### src/rtl/flash_host_pkg.sv
// Constants, types and register map of the flash disk host port controller
package flash_host_pkg;

  // Timing base
  localparam int CLK_MHZ    = 40;
  localparam int RESET_NS   = 1000;
  localparam int AVD_NS     = 50;
  localparam int STROBE_NS  = 100;
  localparam int RECOVER_NS = 50;
  localparam logic [7:0] RESET_CYC   = 8'((RESET_NS * CLK_MHZ + 999) / 1000);
  localparam logic [7:0] AVD_CYC     = 8'((AVD_NS * CLK_MHZ + 999) / 1000);
  localparam logic [7:0] STROBE_CYC  = 8'((STROBE_NS * CLK_MHZ + 999) / 1000);
  localparam logic [7:0] RECOVER_CYC = 8'((RECOVER_NS * CLK_MHZ + 999) / 1000);

  // Device window
  localparam int DEV_AW = 13;
  localparam int DEV_DW = 16;

  // Register offsets
  localparam logic [7:0] REG_CTRL   = 8'h00;
  localparam logic [7:0] REG_ADDR   = 8'h04;
  localparam logic [7:0] REG_DATA   = 8'h08;
  localparam logic [7:0] REG_CMD    = 8'h0C;
  localparam logic [7:0] REG_STATUS = 8'h10;

  // Control fields
  localparam int CTRL_MUX   = 0;
  localparam int CTRL_LOCK  = 1;
  localparam int CTRL_WIDE  = 2;
  localparam int CTRL_RERUN = 3;
  localparam int CMD_READ   = 0;

  // Status fields
  localparam int STAT_ACTIVE = 0;
  localparam int STAT_DONE   = 1;
  localparam int STAT_IRQ    = 2;
  localparam int STAT_DMA    = 3;
  localparam int STAT_DBUSY  = 4;
  localparam int STAT_MUX    = 5;

  typedef enum logic [2:0] {
    ST_IDLE    = 3'b000,
    ST_RESET   = 3'b001,
    ST_MUXEDGE = 3'b010,
    ST_BUSYW   = 3'b011,
    ST_ADDR    = 3'b100,
    ST_STROBE  = 3'b101,
    ST_RECOVER = 3'b110
  } seq_t;

  // Device pin drive
  typedef struct packed {
    logic              ce_n;
    logic              oe_n;
    logic              we_n;
    logic              address_valid_n;
    logic              reset_in_n;
    logic              lock_n;
    logic              if_cfg;
    logic [DEV_AW-1:0] addr;
    logic [DEV_DW-1:0] ad_out;
    logic              ad_oe;
  } pins_t;

  // Whole controller state
  typedef struct packed {
    seq_t              st;
    logic [7:0]        cnt;
    logic              ctrl_mux;
    logic              ctrl_lock;
    logic              ctrl_wide;
    logic [DEV_AW-1:0] addr;
    logic [DEV_DW-1:0] wdata;
    logic [DEV_DW-1:0] rdata;
    logic              is_write;
    logic              mux_active;
    logic              done;
    logic [31:0]       bus_rdata;
    pins_t             pin;
  } state_t;

endpackage

### src/rtl/flash_host_port.sv
// Host controller driving the flash disk system interface pins
//
// The strobed register port and the register offsets are this design's own decisions.
`timescale 1ns/10ps
module flash_host_port
  import flash_host_pkg::*;
(
  // Clock and reset
  input  wire logic              clock,
  input  wire logic              resetn,
  // Register port
  input  wire logic [7:0]        bus_addr,
  input  wire logic [31:0]       bus_wdata,
  input  wire logic              bus_write,
  input  wire logic              bus_read,
  output logic [31:0]            bus_rdata,
  // Device strobes and address
  output logic                   ce_n,
  output logic                   oe_n,
  output logic                   we_n,
  output logic                   address_valid_n,
  output logic [DEV_AW-1:0]      dev_addr,
  // Device data bus
  input  wire logic [DEV_DW-1:0] ad_in,
  output logic [DEV_DW-1:0]      ad_out,
  output logic                   ad_oe,
  // Device control
  output logic                   reset_in_n,
  output logic                   lock_n,
  output logic                   if_cfg,
  input  wire logic              busy_n,
  input  wire logic              irq_n,
  input  wire logic              dma_request_n
);

  logic [1:0] rst_sync;
  logic       rst_n;
  state_t     q;
  state_t     next_q;

  // Reset release through two flops
  always_ff @(posedge clock or negedge resetn) begin
    if (!resetn) begin
      rst_sync <= 2'b00;
    end else begin
      rst_sync <= {rst_sync[0], 1'b1};
    end
  end
  assign rst_n = rst_sync[1];

  // Next state
  always_comb begin
    next_q = q;
    next_q.bus_rdata = 32'h0000_0000;
    next_q.cnt = (q.cnt != 8'h00) ? q.cnt - 8'h01 : 8'h00;
    // lock hold: lock pin follows software lock bit
    next_q.pin.lock_n = ~q.ctrl_lock;
    next_q.pin.if_cfg = q.ctrl_wide;

    // Register reads, one cycle later
    if (bus_read) begin
      unique case (bus_addr)
        REG_CTRL:   next_q.bus_rdata = {29'h0, q.ctrl_wide, q.ctrl_lock, q.ctrl_mux};
        REG_ADDR:   next_q.bus_rdata = {19'h0, q.addr};
        REG_DATA:   next_q.bus_rdata = {16'h0, q.rdata};
        REG_STATUS: next_q.bus_rdata = {26'h0, q.mux_active, ~busy_n, ~dma_request_n,
                                        ~irq_n, q.done, q.st != ST_IDLE};
        default:    next_q.bus_rdata = 32'h0000_0000;
      endcase
      if (bus_addr == REG_STATUS) begin
        next_q.done = 1'b0;
      end
    end

    // Register writes; accesses accepted only while idle
    if (bus_write) begin
      unique case (bus_addr)
        REG_CTRL: begin
          next_q.ctrl_mux  = bus_wdata[CTRL_MUX];
          next_q.ctrl_lock = bus_wdata[CTRL_LOCK];
          next_q.ctrl_wide = bus_wdata[CTRL_WIDE];
          if (bus_wdata[CTRL_RERUN] && q.st == ST_IDLE) begin
            next_q.st = ST_RESET;
            next_q.cnt = RESET_CYC;
            next_q.pin.reset_in_n = 1'b0;
          end
        end
        REG_ADDR: next_q.addr = bus_wdata[DEV_AW-1:0];
        REG_DATA: begin
          if (q.st == ST_IDLE) begin
            next_q.wdata = bus_wdata[DEV_DW-1:0];
            next_q.is_write = 1'b1;
            next_q.st = ST_BUSYW;
          end
        end
        REG_CMD: begin
          if (q.st == ST_IDLE && bus_wdata[CMD_READ]) begin
            next_q.is_write = 1'b0;
            next_q.st = ST_BUSYW;
          end
        end
        default: ;
      endcase
    end

    // Access sequencer
    unique case (q.st)
      ST_IDLE: ;
      ST_RESET: begin
        if (q.cnt == 8'h01) begin
          next_q.pin.reset_in_n = 1'b1;
          next_q.mux_active = 1'b0;
          // mode edge: after reset release, before any access
          if (q.ctrl_mux) begin
            next_q.st = ST_MUXEDGE;
            next_q.cnt = AVD_CYC;
          end else begin
            next_q.st = ST_IDLE;
          end
        end
      end
      ST_MUXEDGE: begin
        // falling edge on address-valid selects mux mode
        next_q.pin.address_valid_n = 1'b0;
        if (q.cnt == 8'h01) begin
          next_q.pin.address_valid_n = 1'b1;
          next_q.mux_active = 1'b1;
          next_q.st = ST_IDLE;
        end
      end
      ST_BUSYW: begin
        // device busy: no access until released
        if (busy_n) begin
          next_q.pin.addr = q.addr;
          if (q.mux_active) begin
            // mux address phase: bits 12:1 on AD 11:0
            next_q.pin.address_valid_n = 1'b0;
            next_q.pin.ad_out = {4'h0, q.addr[DEV_AW-1:1]};
            next_q.pin.ad_oe = 1'b1;
            next_q.st = ST_ADDR;
            next_q.cnt = AVD_CYC;
          end else begin
            next_q.st = ST_STROBE;
            next_q.cnt = STROBE_CYC;
          end
        end
      end
      ST_ADDR: begin
        if (q.cnt == 8'h01) begin
          next_q.pin.address_valid_n = 1'b1;
          next_q.pin.ad_oe = 1'b0;
          next_q.st = ST_STROBE;
          next_q.cnt = STROBE_CYC;
        end
      end
      ST_STROBE: begin
        // write strobe pair / read strobe pair
        next_q.pin.ce_n = 1'b0;
        next_q.pin.we_n = ~q.is_write;
        next_q.pin.oe_n = q.is_write;
        next_q.pin.ad_oe = q.is_write;
        next_q.pin.ad_out = q.wdata;
        if (q.cnt == 8'h01) begin
          next_q.pin.ce_n = 1'b1;
          next_q.pin.we_n = 1'b1;
          next_q.pin.oe_n = 1'b1;
          next_q.pin.ad_oe = 1'b0;
          if (!q.is_write) begin
            // narrow mode: upper byte not used
            next_q.rdata = q.ctrl_wide ? ad_in : {8'h00, ad_in[7:0]};
          end
          next_q.st = ST_RECOVER;
          next_q.cnt = RECOVER_CYC;
        end
      end
      ST_RECOVER: begin
        if (q.cnt == 8'h01) begin
          next_q.done = 1'b1;
          next_q.st = ST_IDLE;
        end
      end
      default: next_q.st = ST_IDLE;
    endcase
  end

  // State register; device held in reset and sequence begins after release
  always_ff @(posedge clock or negedge rst_n) begin
    if (!rst_n) begin
      q <= '0;
      q.st <= ST_RESET;
      q.cnt <= RESET_CYC;
      q.pin.ce_n <= 1'b1;
      q.pin.oe_n <= 1'b1;
      q.pin.we_n <= 1'b1;
      q.pin.address_valid_n <= 1'b1;
      q.pin.lock_n <= 1'b1;
    end else begin
      q <= next_q;
    end
  end

  // Outputs straight from flops
  assign bus_rdata       = q.bus_rdata;
  assign ce_n            = q.pin.ce_n;
  assign oe_n            = q.pin.oe_n;
  assign we_n            = q.pin.we_n;
  assign address_valid_n = q.pin.address_valid_n;
  assign dev_addr        = q.pin.addr;
  assign ad_out          = q.pin.ad_out;
  assign ad_oe           = q.pin.ad_oe;
  assign reset_in_n      = q.pin.reset_in_n;
  assign lock_n          = q.pin.lock_n;
  assign if_cfg          = q.pin.if_cfg;

  // Address stable on pins while chip enabled
  chk_addr_stable: assert property (@(posedge clock) disable iff (!rst_n)
    !ce_n |-> (dev_addr == q.addr) && !address_valid_n == 1'b0)
    else $error("address changed during chip enable");

  // Mux address phase carries shifted address
  chk_mux_addr_phase: assert property (@(posedge clock) disable iff (!rst_n)
    (!address_valid_n && q.mux_active) |-> ad_oe && ad_out[11:0] == q.addr[12:1] && ce_n)
    else $error("bad multiplexed address phase");

  // Mode edge only with device out of reset
  chk_edge_after_reset: assert property (@(posedge clock) disable iff (!rst_n)
    $fell(address_valid_n) && !q.mux_active |-> reset_in_n && $past(reset_in_n))
    else $error("mode edge during device reset");

  // Access in mux setting only after mode edge
  chk_access_after_edge: assert property (@(posedge clock) disable iff (!rst_n)
    $fell(ce_n) |-> reset_in_n && (q.mux_active || !$past(q.ctrl_mux, 1) || !q.ctrl_mux))
    else $error("access before mode edge");

  // Lock pin tracks lock bit within one cycle
  chk_lock_held: assert property (@(posedge clock) disable iff (!rst_n)
    q.ctrl_lock |=> !lock_n)
    else $error("lock pin not held");

endmodule

### config.mk
export PLATFORM = sky130hd
export DESIGN_NAME = flash_host_port
export DESIGN_NICKNAME = d
export VERILOG_FILES = /design/src/rtl/flash_host_pkg.sv /design/src/rtl/flash_host_port.sv
export SDC_FILE = /design/constraint.sdc
export NUM_CORES = 1
export LEC_CHECK = 0
export BUFFER_PORTS_ARGS = -buffer_cell sky130_fd_sc_hd__buf_2
export CAP_MARGIN = 20
export CORE_MARGIN = 5
export CORE_UTILIZATION = 25
export CTS_CLUSTER_DIAMETER = 80
export DETAILED_ROUTE_END_ITERATION = 10
export HOLD_SLACK_MARGIN = 0.03
export PLACE_DENSITY = 0.56
export SYNTH_ARGS = -nofsm -noshare
export SYNTH_HDL_FRONTEND = slang
export SYNTH_SLANG_ARGS = --single-unit
### constraint.sdc
create_clock -name clock -period 3.6 [get_ports clock]
set_input_delay 0.18 -clock clock [delete_from_list [all_inputs] [get_ports clock]]
set_output_delay 0.18 -clock clock [all_outputs]
set_load 0.01 [all_outputs]
# Yosys cells after proc, flatten, opt, wreduce, memory -nomap -nowiden
# Index checks and enable logic that the tools add are counted.
op_classes:
  addsub: 1
  bitwise_logic: 5
  n_reduce_logical: 22
  eq_ne: 18
  n_mux: 47
ops:
  columns: ["operator", "n"]
  rows:
  - ["11-bit two-way mux", 6]
  - ["16-bit case mux with 4 select lines", 1]
  - ["16-bit two-way mux", 3]
  - ["43-bit two-way mux", 1]
  - ["17-bit two-way mux", 2]
  - ["33-bit two-way mux", 1]
  - ["16-bit case mux with 2 select lines", 1]
  - ["8-bit case mux with 4 select lines", 1]
  - ["3-bit case mux with 6 select lines", 1]
  - ["8-bit by 4-bit equality test with 1-bit output (second input constant)", 2]
  - ["1-bit two-way mux", 16]
  - ["8-bit two-way mux", 2]
  - ["2-bit inequality test (second input constant)", 7]
  - ["13-bit two-way mux", 1]
  - ["3-bit two-way mux", 4]
  - ["3-bit AND reduction", 4]
  - ["4-bit AND reduction", 3]
  - ["3-bit equality test (second input constant)", 3]
  - ["9-bit two-way mux", 1]
  - ["3-bit case mux with 3 select lines", 1]
  - ["3-bit nonzero test", 3]
  - ["8-bit by 1-bit equality test with 1-bit output (second input constant)", 1]
  - ["8-bit by 3-bit equality test with 1-bit output (second input constant)", 1]
  - ["8-bit by 5-bit equality test with 1-bit output (second input constant)", 1]
  - ["other kinds (14)", 26]
word_totals:
  word_cells: 116
  register_bits: 133

# Logic depth before layout (Yosys ltp)
logic_depth:
  word_depth: 8
  depth_mapped: 7
  mapped_depth_nobuf: 6

# Worst setup path after synthesis
# Ideal clock, no wire load.
synth_timing:
  kind: "reg-to-reg"
  from: "register q[121] (netlist name)"
  to: "register q[76] (netlist name)"
  setup_time_ps: 125
  path_stages_with_launch: 7
  arrival_ps: 1756
  slack_ps: 1719
  synth_period_minus_slack_ps: 1881
  t_required_ps: 3475
  cell_sequence: "dfrtp_1 inv_1 ha_1 nor3b_1 nand3_1 clkbuf_1 mux2_2"
synth_between:
  elab_chain_len: 2
synth_lines:
  columns: ["element", "line", "text"]
  rows:
  - ["start: declaration", "flash_host_port.sv:38", "state_t q;"]
  - ["start signal: assignment", "flash_host_port.sv:198", "q <= next_q;"]
  - ["8-bit by 1-bit equality test with 1-bit output", "flash_host_port.sv:163", "if (q.cnt == 8'h01) begin"]
  - ["3-bit AND reduction (no line)", null, null]
# Every way passes these cells.
# A chain may end at the register's enable or synchronous reset.

==> impl_results.md <==
* Fill cell count at 2243
* Setup Viol. Count Final at 0
* Clock sinks at 117
* Setup_tns at 0 ps
* Crit path kind: reg2reg
* RD Place Congestion at 0.768
* CTS tree: done
* Final Non-Filler Cells at 888
* Synth Area in Compound Gates at 9.64%
* Distinct cell type count after synthesis at 55
* Die X at 158 µm
* Power Dens Cells at 515 nW/µm²
* Post-Synth Simple-Gate Area at 13.4%
* Syn_area_per_cell at 10.8 µm²
* Worst vdd ir at 0.000279 V
* Iteration-0 DRC Markers at 158
* Initial Util at 25.3%
* Die area at 25000 µm²
* CP Data Required Time at 3890 ps
* Cell Rows at 54
* Count leader, synth: dfrtp_1
* Worst-path fanout max at 6
* Clk slew on worst S/H paths at 60 ps
* Max capacitance violation total at 0
* Worst-Skew Late Latency at 410 ps
* Final min period at 2200 ps
* Synthesis-stage register bit count at 117
* Leak Pwr at 3.31 nW
* Cell taking the most area after synthesis: dfrtp_1
* Fin. max-slew vios at 0
* Post-DRT Antenna Nets at 0
* Number of synthesized flops with an enable pin at 0
* Setup Skew at 8.65 ps
* Aggregate global-route resource usage at 11.9%
* RSZ-0062 raised after global routing: no
* Cell Area, Synth at 5480 µm²
* Vias in the first global route at 3939
* Seq/Total Area, Yosys at 53.6%
* Largest family of logic cells by synthesized area: simple AND/OR/NAND/NOR gates
* Worst Setup Start Kind: register
* Dpl hpwl at 10300 µm
* Root Driver: clkbuf_16
* Rel. slew slack at 43.0%
* Cts bufs inserted at 17
* Net count, final at 661
* DR pass1 iterations at 4
* Setup repair bufs after CTS at 0
* Vias at 3851
* Slew of the pin with the lowest slew margin at 855 ps
* Mapped Cells at 507
* Final Hold Viols at 0
* Routed wire length at 14300 µm
* Pin count of the biggest net entering global routing at 53
* Post-synthesis adder-cell area fraction at 0.685%
* Total core area at 21700 µm²
* Clock Path Buffers at 2
* Switching pwr at 0.844 mW
* Critical Path AT at 2500 ps
* Primary FF master, synth: dfrtp_1
* Die Y at 158 µm
* Placed cells at 826
* Vias per std cell at 4.34
* Switching share of total power at 24.1%
* Top cell type's share of synthesized area at 49.8%
* Final Cycle Share at 61.2%
* Gate power share at 8.8%
* Area growth syn-to-layout at 24.2%
* Gr ovfl total at 0
* Run status: finished, final reports clean
* Hold Path Class: in2reg
* Fraction of final layout cells sized beyond drive strength 1 at 31.3%
* Top cells by area, synth: dfrtp_1, buf_4, mux2_2
* Internal power at 2.66 mW
* Io pins at 132
* # DRC at 0
* Yosys Warn Count at 0
* Ys async rst share at 100%
* Top post-synthesis cells by count: dfrtp_1, nand2_1, buf_4
* Clk network pwr share at 49.2%
* CP endpoint kind: register
* ANT cells at 0
* Global-route wire length before repair at 22400 µm
* H-tree Lvls at 4
* I/O Buffers at 99
* Drt wl/cell at 16.1 µm
* Mux contribution to synthesized area at 11.3%
* Initial antenna violation count at 0
* Post-Synth XOR/XNOR Area at 0.480%
* Reg power frac at 42.1%
* Achievable Freq at 0.454 GHz
-- per-stage QoR --
step                area (µm²)  util [%]  hold slack [ps]  total power [mW]  setup slack, ps
floorplan                 5530         -             -116              1.69              113
global placement          5890      27.2            -32.7              1.78             1170
detailed placement        5900      27.2            -31.4              1.79             1150
CTS                       6790      31.3             42.3              3.56             1410
global route              6800      31.4             51.8              3.67             1150
finish                    6800      31.4             44.5              3.50             1400
-- sequential cells by signal (all words and copies together), names as in the netlist --
register         count
q                   61
ad_out              16
bus_rdata           16
dev_addr            13
rst_sync             2
ad_oe                1
address_valid_n      1
ce_n                 1
if_cfg               1
lock_n               1
next_q               1
oe_n                 1
reset_in_n           1
we_n                 1
-- repair_timing --
| item | CTS | global route |
|---|---|---|
| hold buffers | 29 | 0 |
| resized for setup | 0 | 0 |
| setup endpoints to repair | 0 | 0 |
| hold endpoints to repair | 38 | 0 |
-- final timing paths --
path | start | end | slack [ps] | depth (start not counted)
worst min-delay path | ad_in[8] | q[80] | 40 | 3
max in group asynchronous | rst_sync[1] | ad_out[6] | 2330 | 1
min in group asynchronous | resetn | rst_sync[0] | 80 | 2
worst max register to register | q[121] | q[127] | 1400 | 6
worst min register to register | rst_sync[0] | rst_sync[1] | 350 | 0
worst max-delay path | q[121] | q[127] | 1400 | 6
-- metal layers --
metal	vias up	global-route usage, %	part of all wire, %
met2	87	17.8	45
met1	1885	16.0	46
met4	0	4.10	1.6
met5	-	0	0
met3	15	4.05	6.7
li1	1864	-	-
-- area by class of cell --
type | instances | area (µm²) | share of cell area (%)
flip-flops and latches | 117 | 2940 | 43.3
clock inverters | 9 | 126 | 1.86
repair buffers | 138 | 872 | 12.8
multi-input cells | 313 | 2010 | 29.6
inverters | 8 | 30.0 | 0.442
clock buffers | 23 | 468 | 6.88
well taps | 280 | 350 | 5.15
-- critical path, cell delays in order (launching register included) --
cell and delay [ps]:
dfrtp_1 390, inv_1 100, ha_1 140, nor3b_1 520, nor4bb_1 580, nand4b_1 270
nor2_1 70
-- power by group through the flow --
stage / Sequential, mW / Combinational, mW / Clock (mW)
finish: 1.47 / 0.307 / 1.72
global route: 1.49 / 0.354 / 1.83
CTS: 1.47 / 0.314 / 1.77
detailed placement: 1.50 / 0.289 / 0
global placement: 1.49 / 0.285 / 0
floorplan: 1.48 / 0.206 / 0
-- cells in the final DEF (no fill, tap or decap), types with 5 or more instances in the layout --
cell type and instances:
buf_4 8, dlygate4sd3_1 29, nor3_1 6, nor2b_1 5
inv_1 8, nand2_1 77, conb_1 17, a21oi_1 14
o21ai_0 29, dfstp_2 8, nand3_1 9, clkbuf_16 17
mux2i_1 12, mux2_4 10, a22oi_1 11, buf_2 99
mux2_2 31, nor2_1 22, dfrtp_1 108, and3_1 7
-- kinds of logic after synthesis --
| kind of cell | after synthesis |
|---|---|
| and+or+nand+nor | 154 |
| DFF | 117 |
| buffers and inverters | 92 |
| AOI/OAI and AO/OA | 83 |
| muxes | 53 |
| adders and majority gates | 3 |
| xor gates and xnor gates | 3 |
| other | 2 |
Power figures use the tool's default switching activity.
